===== src/rtl/sim_defines.svh =====
// Offsets, field positions, reset values and timing counts of the safety input monitor.
// Assumes a 50 MHz clock and a byte-addressed 32-bit classic Wishbone register bus.
`ifndef SIM_DEFINES_SVH
`define SIM_DEFINES_SVH

// ----------------------------------------------------------------
// Register offsets
// ----------------------------------------------------------------
`define SIM_OFS_CTRL 4'h0
`define SIM_OFS_LIMIT 4'h4
`define SIM_OFS_STATUS 4'h8

// ----------------------------------------------------------------
// Control register fields
// ----------------------------------------------------------------
`define SIM_CTRL_PERS_LSB 0
`define SIM_CTRL_TYPE_LSB 2
`define SIM_CTRL_FTEST_BIT 4
`define SIM_CTRL_MMOUT_BIT 5
`define SIM_CTRL_FLTOUT_BIT 6
`define SIM_CTRL_TERROUT_BIT 7
`define SIM_CTRL_TREQOUT_BIT 8
`define SIM_CTRL_RUN_BIT 9
`define SIM_CTRL_WIDTH 10

// ----------------------------------------------------------------
// Status register fields
// ----------------------------------------------------------------
`define SIM_STAT_REL_BIT 0
`define SIM_STAT_FLT_BIT 1
`define SIM_STAT_MM_BIT 2
`define SIM_STAT_TERR_BIT 3
`define SIM_STAT_TREQ_BIT 4
`define SIM_STAT_RUN_BIT 5

// ----------------------------------------------------------------
// Reset values
// ----------------------------------------------------------------
`define SIM_CTRL_RESET 10'h004
`define SIM_LIMIT_WIDTH 12
`define SIM_LIMIT_RESET 12'h003
`define SIM_LIMIT_MAX 12'hbb8

// ----------------------------------------------------------------
// Timing
// ----------------------------------------------------------------
`define SIM_CLK_PERIOD_NS 20
`define SIM_SCAN_PERIOD_NS 1000000
`define SIM_LIMIT_STEP_NS 10000000
`define SIM_SCAN_CYCLES (`SIM_SCAN_PERIOD_NS / `SIM_CLK_PERIOD_NS)
`define SIM_SCANS_PER_STEP (`SIM_LIMIT_STEP_NS / `SIM_SCAN_PERIOD_NS)

`endif


===== src/rtl/sim_pkg.sv =====
// Types shared by the safety input monitor.
// Assumes nothing beyond a SystemVerilog compiler.
package sim_pkg;

    typedef enum logic [1:0] {
        SIM_PERS_ESTOP,
        SIM_PERS_CURTAIN,
        SIM_PERS_GATE,
        SIM_PERS_SPARE
    } sim_pers_t;

    typedef enum logic [1:0] {
        SIM_TYPE_SINGLE,
        SIM_TYPE_DUAL_EQ,
        SIM_TYPE_DUAL_COMP,
        SIM_TYPE_SPARE
    } sim_type_t;

    typedef enum {
        SIM_TST_DONE,
        SIM_TST_WAIT_OPEN,
        SIM_TST_WAIT_CLOSE
    } sim_tst_t;

endpackage : sim_pkg


===== src/rtl/sim_monitor.sv =====
// Safety input monitor: e-stop, light curtain and safety gate personalities.
// Assumes field channels arrive asynchronously and software configures it over Wishbone.
`timescale 1ns/1ps
`include "sim_defines.svh"

module sim_monitor #(
    parameter int SCAN_CYCLES = `SIM_SCAN_CYCLES,
    parameter int SCANS_PER_STEP = `SIM_SCANS_PER_STEP
) (
    input wire logic CLK,
    input wire logic RST,
    input wire logic CYC_I,
    input wire logic STB_I,
    input wire logic WE_I,
    input wire logic [3:0] ADR_I,
    input wire logic [3:0] SEL_I,
    input wire logic [31:0] DAT_I,
    output logic [31:0] DAT_O,
    output logic ACK_O,
    input wire logic CH1,
    input wire logic CH2,
    input wire logic TEST_REQ,
    output logic RELEASE,
    output logic FAULT,
    output logic MISMATCH_ERR,
    output logic TEST_ERR,
    output logic TEST_REQUIRED
);

    // ----------------------------------------------------------------
    // Input synchronisers
    // ----------------------------------------------------------------
    logic [2:0] meta_ff;
    logic [2:0] sync_ff;

    always_ff @(posedge CLK or posedge RST) begin
        if (RST) begin
            meta_ff <= 3'h0;
            sync_ff <= 3'h0;
        end else begin
            meta_ff <= {TEST_REQ, CH2, CH1};
            sync_ff <= meta_ff;
        end
    end

    // ----------------------------------------------------------------
    // Register bus
    // ----------------------------------------------------------------
    logic [`SIM_CTRL_WIDTH-1:0] ctrl_ff;
    logic [`SIM_LIMIT_WIDTH-1:0] limit_ff;
    logic ack_ff;
    logic [31:0] rdata_ff;
    logic [31:0] nxt_rdata;
    logic [31:0] status_word;
    logic wr_go;

    // A write lands on the edge where the master sees ack, as classic cycles expect.
    assign wr_go = CYC_I & STB_I & WE_I & ack_ff;

    always_ff @(posedge CLK or posedge RST) begin
        if (RST) begin
            ack_ff <= 1'b0;
        end else begin
            ack_ff <= CYC_I & STB_I & ~ack_ff;
        end
    end

    always_ff @(posedge CLK or posedge RST) begin
        if (RST) begin
            ctrl_ff <= `SIM_CTRL_RESET;
        end else if (wr_go && ADR_I == `SIM_OFS_CTRL) begin
            if (SEL_I[0]) begin
                ctrl_ff[7:0] <= DAT_I[7:0];
            end
            if (SEL_I[1]) begin
                ctrl_ff[`SIM_CTRL_WIDTH-1:8] <= DAT_I[`SIM_CTRL_WIDTH-1:8];
            end
        end
    end

    // limit range
    // Values of DAT_I[15:0] above the 30 s ceiling saturate; bits above 15 are ignored.
    always_ff @(posedge CLK or posedge RST) begin
        if (RST) begin
            limit_ff <= `SIM_LIMIT_RESET;
        end else if (wr_go && ADR_I == `SIM_OFS_LIMIT && SEL_I[1:0] == 2'h3) begin
            if (DAT_I[15:0] > {4'h0, `SIM_LIMIT_MAX}) begin
                limit_ff <= `SIM_LIMIT_MAX;
            end else begin
                limit_ff <= DAT_I[`SIM_LIMIT_WIDTH-1:0];
            end
        end
    end

    always_comb begin
        case (ADR_I)
            `SIM_OFS_CTRL: nxt_rdata = {{(32 - `SIM_CTRL_WIDTH){1'b0}}, ctrl_ff};
            `SIM_OFS_LIMIT: nxt_rdata = {{(32 - `SIM_LIMIT_WIDTH){1'b0}}, limit_ff};
            `SIM_OFS_STATUS: nxt_rdata = status_word;
            default: nxt_rdata = 32'h0;
        endcase
    end

    always_ff @(posedge CLK or posedge RST) begin
        if (RST) begin
            rdata_ff <= 32'h0;
        end else if (CYC_I && STB_I && !ack_ff) begin
            rdata_ff <= nxt_rdata;
        end
    end

    assign ACK_O = ack_ff;
    assign DAT_O = rdata_ff;

    // ----------------------------------------------------------------
    // Configuration decode
    // ----------------------------------------------------------------
    sim_pkg::sim_pers_t pers;
    sim_pkg::sim_type_t itype;
    logic ftest_en;
    logic run_cfg;

    assign pers = sim_pkg::sim_pers_t'(ctrl_ff[`SIM_CTRL_PERS_LSB +: 2]);
    assign ftest_en = ctrl_ff[`SIM_CTRL_FTEST_BIT] && pers == sim_pkg::SIM_PERS_GATE;
    assign run_cfg = ctrl_ff[`SIM_CTRL_RUN_BIT];

    // curtain dual only
    // A curtain asked for single channel, or the spare code, falls back to equivalent.
    always_comb begin
        itype = sim_pkg::sim_type_t'(ctrl_ff[`SIM_CTRL_TYPE_LSB +: 2]);
        if (itype == sim_pkg::SIM_TYPE_SPARE) begin
            itype = sim_pkg::SIM_TYPE_DUAL_EQ;
        end else if (pers == sim_pkg::SIM_PERS_CURTAIN && itype == sim_pkg::SIM_TYPE_SINGLE) begin
            itype = sim_pkg::SIM_TYPE_DUAL_EQ;
        end
    end

    // ----------------------------------------------------------------
    // Scan timebase
    // ----------------------------------------------------------------
    logic [31:0] scan_cnt_ff;
    logic scan_tick;

    assign scan_tick = scan_cnt_ff == 32'(SCAN_CYCLES - 1);

    always_ff @(posedge CLK or posedge RST) begin
        if (RST) begin
            scan_cnt_ff <= 32'h0;
        end else if (scan_tick) begin
            scan_cnt_ff <= 32'h0;
        end else begin
            scan_cnt_ff <= scan_cnt_ff + 32'h1;
        end
    end

    // sample per scan
    // Everything below sees inputs only as latched at the scan edge.
    logic ch1_ff;
    logic ch2_ff;
    logic treq_ff;
    logic treq_prev_ff;
    logic run_ff;
    logic run_prev_ff;

    always_ff @(posedge CLK or posedge RST) begin
        if (RST) begin
            ch1_ff <= 1'b0;
            ch2_ff <= 1'b0;
            treq_ff <= 1'b0;
            treq_prev_ff <= 1'b0;
            run_ff <= 1'b0;
            run_prev_ff <= 1'b0;
        end else if (scan_tick) begin
            ch1_ff <= sync_ff[0];
            ch2_ff <= sync_ff[1];
            treq_ff <= sync_ff[2];
            treq_prev_ff <= treq_ff;
            run_ff <= run_cfg;
            run_prev_ff <= run_ff;
        end
    end

    // ----------------------------------------------------------------
    // Channel evaluation
    // ----------------------------------------------------------------
    logic in_active;
    logic in_inactive;
    logic disagree;
    logic to_run;
    logic to_idle;
    logic treq_rise;

    always_comb begin
        case (itype)
            sim_pkg::SIM_TYPE_SINGLE: begin
                in_active = ch1_ff;
                in_inactive = ~ch1_ff;
                disagree = 1'b0;
            end
            sim_pkg::SIM_TYPE_DUAL_COMP: begin
                in_active = ch1_ff & ~ch2_ff;
                in_inactive = ~ch1_ff & ch2_ff;
                disagree = ch1_ff == ch2_ff;
            end
            default: begin
                in_active = ch1_ff & ch2_ff;
                in_inactive = ~ch1_ff & ~ch2_ff;
                disagree = ch1_ff ^ ch2_ff;
            end
        endcase
    end

    assign to_run = run_ff & ~run_prev_ff;
    assign to_idle = ~run_ff & run_prev_ff;
    assign treq_rise = treq_ff & ~treq_prev_ff;

    // ----------------------------------------------------------------
    // Mismatch supervision
    // ----------------------------------------------------------------
    logic [31:0] mm_cnt_ff;
    logic mm_err_ff;
    logic mm_seen_off_ff;
    logic mm_seen_idle_ff;
    logic [31:0] mm_limit;

    assign mm_limit = 32'(limit_ff) * 32'(SCANS_PER_STEP);

    always_ff @(posedge CLK or posedge RST) begin
        if (RST) begin
            mm_cnt_ff <= 32'h0;
        end else if (scan_tick) begin
            if (!disagree || limit_ff == `SIM_LIMIT_WIDTH'(0) || mm_err_ff) begin
                mm_cnt_ff <= 32'h0;
            end else if (mm_cnt_ff <= mm_limit) begin
                mm_cnt_ff <= mm_cnt_ff + 32'h1;
            end
        end
    end

    // clear by off-on or run-idle-run
    // A fresh overrun in the clearing scan wins over the clear.
    always_ff @(posedge CLK or posedge RST) begin
        if (RST) begin
            mm_err_ff <= 1'b0;
        end else if (scan_tick) begin
            if (disagree && limit_ff != `SIM_LIMIT_WIDTH'(0) && mm_cnt_ff >= mm_limit) begin
                mm_err_ff <= 1'b1;
            end else if (mm_err_ff && mm_seen_off_ff && in_active) begin
                mm_err_ff <= 1'b0;
            end else if (mm_err_ff && mm_seen_idle_ff && to_run) begin
                mm_err_ff <= 1'b0;
            end
        end
    end

    always_ff @(posedge CLK or posedge RST) begin
        if (RST) begin
            mm_seen_off_ff <= 1'b0;
            mm_seen_idle_ff <= 1'b0;
        end else if (scan_tick) begin
            if (!mm_err_ff) begin
                mm_seen_off_ff <= 1'b0;
                mm_seen_idle_ff <= 1'b0;
            end else begin
                if (in_inactive) begin
                    mm_seen_off_ff <= 1'b1;
                end
                if (to_idle) begin
                    mm_seen_idle_ff <= 1'b1;
                end
            end
        end
    end

    // ----------------------------------------------------------------
    // Gate function test
    // ----------------------------------------------------------------
    sim_pkg::sim_tst_t tst_ff;
    logic treq_armed_ff;
    logic tst_err_ff;

    // fresh test on start
    // Any error also demands a new test once it is cleared.
    always_ff @(posedge CLK or posedge RST) begin
        if (RST) begin
            tst_ff <= sim_pkg::SIM_TST_WAIT_OPEN;
        end else if (scan_tick) begin
            if (to_run || mm_err_ff || tst_err_ff || (treq_rise && !treq_armed_ff)) begin
                tst_ff <= sim_pkg::SIM_TST_WAIT_OPEN;
            end else begin
                case (tst_ff)
                    sim_pkg::SIM_TST_WAIT_OPEN: begin
                        if (in_inactive) begin
                            tst_ff <= sim_pkg::SIM_TST_WAIT_CLOSE;
                        end
                    end
                    sim_pkg::SIM_TST_WAIT_CLOSE: begin
                        if (in_active) begin
                            tst_ff <= sim_pkg::SIM_TST_DONE;
                        end
                    end
                    default: tst_ff <= sim_pkg::SIM_TST_DONE;
                endcase
            end
        end
    end

    // second request errors
    // The error holds until the next idle to run transition.
    always_ff @(posedge CLK or posedge RST) begin
        if (RST) begin
            treq_armed_ff <= 1'b0;
            tst_err_ff <= 1'b0;
        end else if (scan_tick) begin
            if (ftest_en && treq_rise && treq_armed_ff && tst_ff != sim_pkg::SIM_TST_DONE) begin
                tst_err_ff <= 1'b1;
            end else if (to_run) begin
                tst_err_ff <= 1'b0;
            end
            if (!ftest_en || to_run || tst_ff == sim_pkg::SIM_TST_DONE) begin
                treq_armed_ff <= ftest_en & treq_rise & ~to_run;
            end else if (treq_rise) begin
                treq_armed_ff <= 1'b1;
            end
        end
    end

    // ----------------------------------------------------------------
    // Outputs
    // ----------------------------------------------------------------
    logic rel_ff;
    logic flt_ff;
    logic mm_out_ff;
    logic terr_out_ff;
    logic treq_out_ff;
    logic any_err;
    logic tst_pending;

    assign any_err = mm_err_ff | tst_err_ff;
    assign tst_pending = ftest_en && tst_ff != sim_pkg::SIM_TST_DONE;

    always_ff @(posedge CLK or posedge RST) begin
        if (RST) begin
            rel_ff <= 1'b0;
            flt_ff <= 1'b0;
            mm_out_ff <= 1'b0;
            terr_out_ff <= 1'b0;
            treq_out_ff <= 1'b0;
        end else if (scan_tick) begin
            rel_ff <= in_active & ~any_err & ~tst_pending & run_ff & pers != sim_pkg::SIM_PERS_SPARE;
            flt_ff <= any_err & ctrl_ff[`SIM_CTRL_FLTOUT_BIT];
            mm_out_ff <= mm_err_ff & ctrl_ff[`SIM_CTRL_MMOUT_BIT];
            terr_out_ff <= tst_err_ff & ctrl_ff[`SIM_CTRL_TERROUT_BIT];
            treq_out_ff <= tst_pending & ctrl_ff[`SIM_CTRL_TREQOUT_BIT];
        end
    end

    assign RELEASE = rel_ff;
    assign FAULT = flt_ff;
    assign MISMATCH_ERR = mm_out_ff;
    assign TEST_ERR = terr_out_ff;
    assign TEST_REQUIRED = treq_out_ff;

    always_comb begin
        status_word = 32'h0;
        status_word[`SIM_STAT_REL_BIT] = rel_ff;
        status_word[`SIM_STAT_FLT_BIT] = any_err;
        status_word[`SIM_STAT_MM_BIT] = mm_err_ff;
        status_word[`SIM_STAT_TERR_BIT] = tst_err_ff;
        status_word[`SIM_STAT_TREQ_BIT] = tst_pending;
        status_word[`SIM_STAT_RUN_BIT] = run_ff;
    end

endmodule : sim_monitor


===== config.mk =====
export PLATFORM = sky130hd
export DESIGN_NAME = sim_monitor
export DESIGN_NICKNAME = d
export VERILOG_FILES = /design/src/rtl/sim_pkg.sv /design/src/rtl/sim_monitor.sv
export VERILOG_INCLUDE_DIRS = /design/src /design/src/rtl
export SDC_FILE = /design/constraint.sdc
export NUM_CORES = 1
export LEC_CHECK = 0
export BUFFER_PORTS_ARGS = -buffer_cell sky130_fd_sc_hd__clkbuf_2
export CORE_ASPECT_RATIO = 1.1
export CORE_MARGIN = 2
export CORE_UTILIZATION = 50
export CTS_CLUSTER_DIAMETER = 50
export DETAILED_ROUTE_END_ITERATION = 7
export GPL_TIMING_DRIVEN = 1
export PLACE_DENSITY = 0.71
export SLEW_MARGIN = 20
export SYNTH_ARGS = -nofsm -noshare
export SYNTH_HDL_FRONTEND = slang
export SYNTH_SLANG_ARGS = --single-unit
export TNS_END_PERCENT = 100

===== constraint.sdc =====
create_clock -name CLK -period 8.7 [get_ports CLK]
set_clock_uncertainty 0.05 [all_clocks]
set_input_delay 0.435 -clock CLK [delete_from_list [all_inputs] [get_ports CLK]]
set_output_delay 0.435 -clock CLK [all_outputs]
set_load 0.02 [all_outputs]

==> impl_metrics.toml, run 1 <==
[power_and_ir_drop]
ir_worst_vdd_mv = 0.1418
powerDensity_nw_per_um2 = 175.6
p_leak_uw = 0.003656

[synthesis]
ys_ff_latch = 123
synth-main-ff-cell = "dfrtp_1"
synth-seq-area-share_pct = 46.31
synthArstFlopShare_pct = 100.0
synth.distinct_cells = 65
netlist_instances = 659
synth.top_cell.area_share_pct = 44.73
syn_avg_cell_area_sq_um = 10.10
synth_edf_count = 0
yosys_warnings = 0
yosys.area.top_type = "dfrtp_1"
synth_area_leaders = "dfrtp_1, ha_1, nand2_1"
synth_area_sq_um = 6658

[final_layout]
insertedDiodeCount = 0
nNetsFinal = 790
most-common-layout-cells = "dfrtp_1, nand2_1, clkbuf_2"
layout-drive-gt1-share_pct = 15.34
mostFrequentLayoutCell = "dfrtp_1"
syn_to_final_growth_pct = 13.02

[placement]
post-dp-hpwl_um = 10400
place_congestion = 0.8392
post-place-ws_ns = 4.113
port_buffers = 47

[route]
first_iter_violations = 387
drc_errors = 0
dr.pass1.iters = 5
ant_nets = 0
num_vias = 5157
wire_per_inst_um = 16.56
wirelength_um = 14540
routed.top_layer = "met4"
vias_per_cell = 5.874
wl_met3_um = 607
wl_met2_um = 7390
routedLengthMet1_um = 6359

[cts]
numCtsBuffers = 17
cts_max_path_buffers = 2
tritoncts = "done"
cts_max_level = 4
cts-root-buf = "clkbuf_16"
cts_resized = 0
cts_setup_buffers = 0
clkTransAtPathRegs_ns = 0.06
clock_latency_ns = 0.42
ctsHoldBuffers = 0
cts.sinks = 123

[sta]
postLayoutSetupSlackWorst_ns = 4.315
fin_crit_ns = 4.385
fin_crit_sh_pct = 50.40
tns_ns = 0
worst_slew_pin_slew_ns = 0.8163
hold_viol_final = 0
rsz0062_at_grt = "false"
slew_headroom_pct = 45.58
setup_viol = 0
fmax_ghz = 0.2281
report.final.slew_viol_count = 0

[setup_path]
cp_top_family = "compound AO/OA/AOI/OAI gates"
endpoint_kind = "flip-flop"
critPathKind = "flip-flop to flip-flop"
crit_chain = "ha_1, ha_1, inv_1, fa_1, nor2b_1, o21a_1, o21ai_0, a21oi_1, a31oi_1, xor2_1, ha_1, nand4_1, nor4_1, and2b_1, a21o_1, o21ai_0, mux2_2"
cp_slowest_cell = "dfstp_2"
slowest_delay_ns = 0.57
cp-start-kind = "flip-flop"
critical_path_arrival_ns = 4.64
required_ns = 8.95
cp_common_cell = "ha_1"
worstPathMaxFanout = 14
crit_buf_inv = 1

[floorplan]
die_w_um = 114.0
die_area_sq_um = 14260
die_y_um = 125.0
initial_core_util_pct = 50.81
core_sq_um = 13100
num_rows = 44
ios = 86

[global_route]
grt-ovfl-total = 0
grt_pass1_wl_um = 24740
track_usage_pct = 21.71
grt_pass1_vias = 5144
antenna_found_initial = 0
grt_max_degree = 71

[worst_hold_path]
hold_class = "primary input to flip-flop"

[run_status]
status = "complete, no violations"

[flow_run]
maxCapViolCount = 0
[worst reg2reg max path: cells and delay by family (launching register included)]
kind | cells | cell delay, ns
AOI/OAI and AO/OA | 6 | 1.22
adders and majority gates | 4 | 1.04
and+or+nand+nor | 4 | 0.86
DFF | 1 | 0.57
muxes | 1 | 0.31
xor gates and xnor gates | 1 | 0.16
buffers and inverters | 1 | 0.05
[power by group]
part	total, uW	internal (uW)	switching, uW	leakage [uW]
Sequential	580	576	3.76	0.00167
Clock	689	403	285	0.000281
Combinational	52.3	14.9	37.4	0.00170
[synthesized netlist by cell type, types with 4 or more instances]
master	n
a21oi_1	13
nand2_1	85
nand2b_1	4
nor2_1	34
ha_1	37
nand3_1	23
and3_1	10
o21ai_0	31
buf_4	20
nor4_1	21
dfrtp_1	119
buf_2	7
nor3_1	9
nor4b_1	4
a32oi_1	9
dfstp_2	4
xnor2_1	20
clkbuf_1	13
a22o_1	14
mux2i_1	9
xor2_1	20
or3_1	5
nand4_1	15
or2_2	4
mux2_2	11
and2_1	16
inv_1	16
o211ai_1	7
or4_1	4
o22a_1	6
nor2b_1	5
a31oi_1	6
and4_1	4
[registers in the layout (all words and copies together) (netlist names), 2 cells and up]
signal / cells
limit_ff: 12
tst_ff: 2
ctrl_ff: 10
sync_ff: 3
scan_cnt_ff: 32
mm_cnt_ff: 32
DAT_O: 12
meta_ff: 3
[path summary, 6_finish.rpt]
| kind | start | endpoint | cells after the start | slack (ns) |
|---|---|---|---|---|
| hold reg to reg | meta_ff[1] | sync_ff[1] | 0 | 0.30 |
| min in group asynchronous | RST | meta_ff[2] | 2 | 0.12 |
| hold / removal | CH1 | meta_ff[0] | 1 | 0.07 |
| setup / recovery | limit_ff[0] | mm_cnt_ff[0] | 17 | 4.32 |
| setup reg to reg | limit_ff[0] | mm_cnt_ff[0] | 17 | 4.32 |
| max in group asynchronous | RST | mm_cnt_ff[25] | 3 | 7.27 |
[layer usage]
layer,GRT usage (%),vias to the layer above
met4,7.030,0
met5,0,-
met3,5.865,15
met2,35.75,132
li1,-,2470
met1,27.85,2540
[metrics by stage]
step / hold WS [ns] / power, uW / instance area (sq um) / utilization, % / instances
after floorplan: 0.2812 / 630.9 / 6729 / - / 678
after global placement: 0.2831 / 641.0 / 6942 / 52.98 / 846
after detailed placement: 0.2903 / 643.0 / 6942 / 52.98 / 846
after CTS: 0.05070 / 1334 / 7521 / 57.40 / 878
after global routing: 0.03930 / 1366 / 7525 / 57.43 / 878
final: 0.06610 / 1321 / 7525 / 57.43 / 878
[kinds of logic after synthesis]
group / after synthesis / share of synthesized area (%)
buffers and inverters: 58 / 4.529
other: 1 / 0.05633
multiplexers: 20 / 3.214
AND/OR/NAND/NOR: 260 / 20.52
AO/OA/AOI/OAI: 119 / 12.86
adder cells (fa/ha/maj): 38 / 7.254
XOR/XNOR: 40 / 5.262
flip-flops: 123 / 46.31
[final cells by class]
class	instances	area (sq um)
clock buffers	17	425.4
clock inverters	15	153.9
fillers	1117	5578
inverters	16	62.56
multi-input cells	497	3348
flip-flops and latches	123	3083
well taps	161	201.4
repair buffers	49	250.2
(Power assumes the default switching activity.)
==> run 2: changes to the inputs <==
- clock period: 8.7 -> 4.2 ns (I/O delays scaled with it)
==> run 2 against run 1 <==
- maximum frequency rose by 11%
- highest routed layer unchanged
- global-route usage rose by 0.080 points
- worst hold slack got worse by 0.038 ns
- clock-buffer cell count rose by 2
- sequential power rose by 110%
- cell count rose by 2.4%
- wire length rose by 1.4%
- critical endpoint is now mm_cnt_ff[13]
- critical path type unchanged
- flip-flop and latch count did not move
- first-iteration DRC count did not move
- combinational power rose by 130%
- worst setup slack got worse by 4.1 ns
==> impl_metrics.toml, run 2 (synthesis results as in run 1) <==
[cts]
cts.sinks = 123
clock_latency_ns = 0.41
cts_max_path_buffers = 2
cts_setup_buffers = 0
cts-root-buf = "clkbuf_16"
cts_max_level = 4
numCtsBuffers = 17
tritoncts = "done"
clkTransAtPathRegs_ns = 0.06

[power_and_ir_drop]
seqPwrFrac_pct = 43.8
power.switching_uw = 619.0
p_leak_uw = 0.003774
power.total_uw = 2743
ir_worst_vdd_mv = 0.3327
internal_power_uw = 2124
powerDensity_nw_per_um2 = 354.6
power.clock.fraction_pct = 51.9
swShare_pct = 22.57
combPwrFrac_pct = 4.3

[worst_hold_path]
hold_class = "primary input to flip-flop"
whs_path_depth = 2
hp-start = "DAT_I[5]"

[sta]
hold_viol_final = 0
fin_crit_sh_pct = 93.72
fmax_ghz = 0.2541
whs_ns = 0.02840
slew_headroom_pct = 56.01
fin_crit_ns = 3.936
worst_slew_pin_slew_ns = 0.6586
report.final.slew_viol_count = 0
setup_viol = 0

[global_route]
grt_pass1_vias = 5356
antenna_found_initial = 0
grt-ovfl-total = 0
track_usage_pct = 21.79
grt_max_degree = 46
grt_pass1_wl_um = 25140

[setup_path]
cp-endpoint = "mm_cnt_ff[13]"
required_ns = 4.49
endpoint_kind = "flip-flop"
worstPathMaxFanout = 17
cp-start-kind = "flip-flop"
critPathLaunch = "limit_ff[2]"
r2r_end = "mm_cnt_ff[13]"
r2r_setup_slack_ns = 0.26
critPathKind = "flip-flop to flip-flop"
r2r.worst_path.cells = 16
rr_startpoint = "limit_ff[2]"
critical_path_arrival_ns = 4.23

[floorplan]
ios = 86
initial_core_util_pct = 50.81
die_y_um = 125.0
die_area_sq_um = 14260
core_sq_um = 13100
num_rows = 44
die_w_um = 114.0

[route]
wire_per_inst_um = 16.39
dr.pass1.iters = 5
first_iter_violations = 387
num_vias = 5248
wirelength_um = 14740
ant_nets = 0
vias_per_cell = 5.838
drc_errors = 0

[placement]
port_buffers = 47
post-dp-hpwl_um = 10640
place_area_sq_um = 7047
dp.cells = 860
place_congestion = 0.8494

[final_layout]
mostFrequentLayoutCell = "dfrtp_1"
design_area_sq_um = 7736
syn_to_final_growth_pct = 16.20
insertedDiodeCount = 0
nNetsFinal = 811
finalNonFillerCells = 899
top_regs = "mm_cnt_ff x32, scan_cnt_ff x32"
most-common-layout-cells = "dfrtp_1, nand2_1, clkbuf_2"
layout-drive-gt1-share_pct = 17.34

[flow_run]
maxCapViolCount = 0

[run_status]
status = "complete, no violations"
-- run 2: cell types whose count changed in the layout (fill, tap and decap cells not counted), sizes merged, moves of 2 or more --
cell and delta:
buf +14, clkinv +2, inv -6, dlygate4sd3 +7, clkbuf +2
-- run 2: timing repair --
action,4_1_cts,5_1_grt
endpoints found under the setup margin,0,15
resized for setup,0,9
hold buffers,7,0
hold endpoints to repair,40,0
-- run 2: metal layers --
metal	share of wire [%]	up-vias	global-route usage (%)
met1	43	2608	28.07
li1	-	2499	-
met4	1.2	0	7.963
met3	4.3	16	4.266
met5	0	-	0
met2	52	125	36.48
-- run 2: metrics by stage --
| stage | setup WS, ns | setup TNS [ns] | utilization [%] |
|---|---|---|---|
| finish | 0.2639 | 0 | 59.04 |
| global route | -0.03686 | -0.06777 | 59.04 |
| CTS | 0.06836 | 0 | 58.78 |
| detailed placement | 0.1119 | 0 | 53.78 |
| global placement | 0.1900 | 0 | 53.78 |
| floorplan | 0.4174 | 0 | - |
-- run 2: power groups by stage --
stage / sequential [uW] / combinational (uW) / clock (uW)
2_1_floorplan: 1220 / 85.2 / 0
3_3_place_gp: 1220 / 109 / 0
3_5_place_dp: 1220 / 112 / 0
4_1_cts: 1200 / 118 / 1450
5_1_grt: 1200 / 132 / 1510
6_report: 1200 / 118 / 1420
-- run 2: cell type report --
type / instances / area (sq um)
repair buffers: 70 / 429.2
well taps: 161 / 201.4
clock inverters: 13 / 141.4
flip-flops and latches: 123 / 3084
multi-input cells: 497 / 3374
fillers: 1104 / 5366
inverters: 16 / 62.56
clock buffers: 19 / 442.9
-- run 2: critical path: stages, from the launching register on --
cell and delay (ns):
dfrtp_2 0.44, ha_1 0.32, ha_1 0.30, a21o_1 0.19, a21oi_2 0.16, nor2b_1 0.07
o21a_1 0.21, o211a_1 0.26, xnor2_2 0.13, ha_1 0.31, nand4_1 0.13, nor4_2 0.30
and2b_1 0.18, a21oi_1 0.05, buf_6 0.18, or4b_1 0.50, nand3_1 0.09
-- run 2: worst min-delay path by stage --
| stage | to |
|---|---|
| final | limit_ff[5] |
| after global routing | limit_ff[2] |
| after CTS | limit_ff[5] |
| after detailed placement | sync_ff[1] |
| after global placement | sync_ff[1] |
| after floorplan | meta_ff[0] |
==> run 3: changes to the inputs <==
- ABC_AREA: default -> 1
- PLACE_DENSITY: 0.71 -> 0.7
==> run 3 against run 2 <==
- utilization shrank 1.1 points
- global-route usage grew 1.4 points
- combinational power grew 12%
- cell area grew 8.2%
- first-iteration DRC count grew 17%
- critical endpoint is now mm_cnt_ff[0]
- highest routed layer unchanged
==> impl_metrics.toml, run 3 <==
[setup_path]
endpoint_kind = "flip-flop"
r2r_end = "mm_cnt_ff[0]"
r2r.worst_path.cells = 19
critPathKind = "flip-flop to flip-flop"
cp_common_cell = "nand2_1"
crit_chain = "ha_1, ha_1, inv_1, fa_1, inv_1, a21oi_1, o21ai_0, xor2_1, ha_1, nand2_1, nor2_1, and2_1, nand2_1, nor2_1, nor2_2, nand2_2, nand2_4, nand2_1, nand2_1"
slowest_delay_ns = 0.60
required_ns = 4.45
cp_slowest_cell = "dfstp_2"
critical_path_arrival_ns = 3.97
r2r_setup_slack_ns = 0.49
rr_startpoint = "limit_ff[0]"
worstPathMaxFanout = 17
cp-start-kind = "flip-flop"

[final_layout]
insertedDiodeCount = 0
mostFrequentLayoutCell = "nand2_1"
most-common-layout-cells = "nand2_1, dfrtp_1, inv_1, nor2_1, nand3_1"
fillers = 1356
multi_input_area_sq_um = 3679
top_regs = "mm_cnt_ff x32, scan_cnt_ff x32"
syn_to_final_growth_pct = 12.92
layout-drive-gt1-share_pct = 9.827
seq_area_sq_um = 3083
nNetsFinal = 1111
finalCoreUtilization_pct = 57.97

[sta]
worst_slew_pin_slew_ns = 0.8391
rsz0062_at_grt = "false"
fmax_ghz = 0.2693
hold_viol_final = 0
fin_crit_ns = 3.714
setup_viol = 0
fin_crit_sh_pct = 88.42
postLayoutSetupSlackWorst_ns = 0.4862
report.final.slew_viol_count = 0
tns_ns = 0
slew_headroom_pct = 43.88

[global_route]
track_usage_pct = 23.20
grt_pass1_vias = 6219
grt_max_degree = 60
grt-ovfl-total = 0
grt_pass1_wl_um = 29560
antenna_found_initial = 0

[floorplan]
core_sq_um = 14450
die_area_sq_um = 15820
ios = 86
die_w_um = 120.1
num_rows = 46
initial_core_util_pct = 51.33
die_y_um = 131.7

[synthesis]
yosys.area.top_type = "dfrtp_1"
yosys_warnings = 0
synth_commonest_cells = "nand2_1, inv_1, dfrtp_1, nor2_1, nand3_1"
yosysMostFrequentCell = "nand2_1"
synth.top_cell.area_share_pct = 40.16
synthArstFlopShare_pct = 100.0
synth-seq-area-share_pct = 41.57
synth_edf_count = 0
synth-main-ff-cell = "dfrtp_1"
netlist_instances = 965
ys_ff_latch = 123
synth.distinct_cells = 43
syn_avg_cell_area_sq_um = 7.685
synth_area_sq_um = 7416
synth_area_leaders = "dfrtp_1, nand2_1, ha_1"

[power_and_ir_drop]
ir_worst_vdd_mv = 0.2603
powerDensity_nw_per_um2 = 331.7
p_leak_uw = 0.004282

[route]
wirelength_um = 17400
num_vias = 6391
vias_per_cell = 5.196
dr.pass1.iters = 5
drc_errors = 0
ant_nets = 0
first_iter_violations = 454
wire_per_inst_um = 14.14

[cts]
clock_latency_ns = 0.42
cts.sinks = 123
cts_resized = 0
cts_setup_buffers = 0
cts_max_level = 4
tritoncts = "done"
ctsHoldBuffers = 6
cts-root-buf = "clkbuf_16"
numCtsBuffers = 17
cts_max_path_buffers = 2
clkTransAtPathRegs_ns = 0.06

[placement]
place_congestion = 0.9305
port_buffers = 47
post-dp-hpwl_um = 12710
post-place-ws_ns = 0.4947

[worst_hold_path]
whs_path_depth = 3
hold_class = "primary input to flip-flop"
holdPathEnd = "limit_ff[1]"
hp-start = "DAT_I[1]"

[flow_run]
maxCapViolCount = 0

[run_status]
status = "complete, no violations"
==> run 3: changes by cell type after synthesis, sizes merged, moves of 11 or more <==
cell | before | now
nand2 | 85 | 235
and2 | 16 | 1
a21oi | 13 | 35
inv | 16 | 121
nor3 | 9 | 30
nor4 | 21 | 5
mux2 | 11 | 0
a22o | 14 | 2
nor2 | 35 | 122
xor2 | 20 | 33
o21ai | 31 | 48
nand3 | 24 | 73
==> run 3: per-layer routing <==
metal / wire length [um] / global-route usage, % / vias to the layer above
met2: 8558 / 39.11 / 163
met3: 722 / 4.455 / 39
met1: 7612 / 29.27 / 2985
met5: 0 / 0 / -
met4: 503 / 9.346 / 0
li1: - / - / 3204
==> run 3: per-stage QoR <==
| step | instances | hold slack (ns) | cell area (sq um) | power [uW] |
|---|---|---|---|---|
| global placement | 1192 | 0.2687 | 7735 | 1353 |
| global route | 1230 | 0.04093 | 8374 | 2864 |
| CTS | 1230 | 0.002482 | 8374 | 2792 |
| detailed placement | 1192 | 0.2700 | 7735 | 1355 |
| finish | 1230 | 0.01250 | 8374 | 2777 |
| floorplan | 984 | 0.1914 | 7487 | 1325 |
==> run 3: critical path: cells and delay by family, from the launching register on <==
family,cells,cell delay [ns]
compound gates,2,0.29
xor+xnor,1,0.10
fa+ha+maj,4,1.08
buf+inv,2,0.17
flops,1,0.60
simple gates,10,1.29
==> run 3: how the worst max path moves through the flow <==
| stage | from | endpoint | slack [ns] |
|---|---|---|---|
| after floorplan | RST | ACK_O | 0.68 |
| after global placement | limit_ff[0] | mm_cnt_ff[3] | 0.55 |
| after detailed placement | limit_ff[0] | mm_cnt_ff[12] | 0.49 |
| after CTS | limit_ff[3] | mm_cnt_ff[0] | 0.47 |
| after global routing | limit_ff[3] | mm_cnt_ff[1] | 0.20 |
| final | limit_ff[0] | mm_cnt_ff[0] | 0.49 |
==> run 3: area by class of cell <==
cell class,count,share of cell area (%)
Clock buffer,17,5.080
Clock inverter,15,1.838
Sequential cell,123,36.81
Tap cell,192,2.869
Multi-Input combinational cell,703,43.93
Inverter,122,5.498
Timing Repair Buffer,58,3.974
==> run 3: logic make-up (layout without fill, tap and decap cells) <==
group	count (synthesis)	in the layout	share of synthesized area [%]
XOR/XNOR	44	44	5.197
other	1	20	0.05057
adder cells (fa/ha/maj)	38	38	6.513
buffers and inverters	158	212	9.786
AO/OA/AOI/OAI	113	113	8.605
AND/OR/NAND/NOR	488	488	28.28
flip-flops	123	123	41.57
==> run 3: power by group <==
part | total (uW) | switching (uW) | internal, uW
Combinational | 132 | 93.3 | 38.7
Clock | 1440 | 606 | 835
Sequential | 1200 | 8.57 | 1200
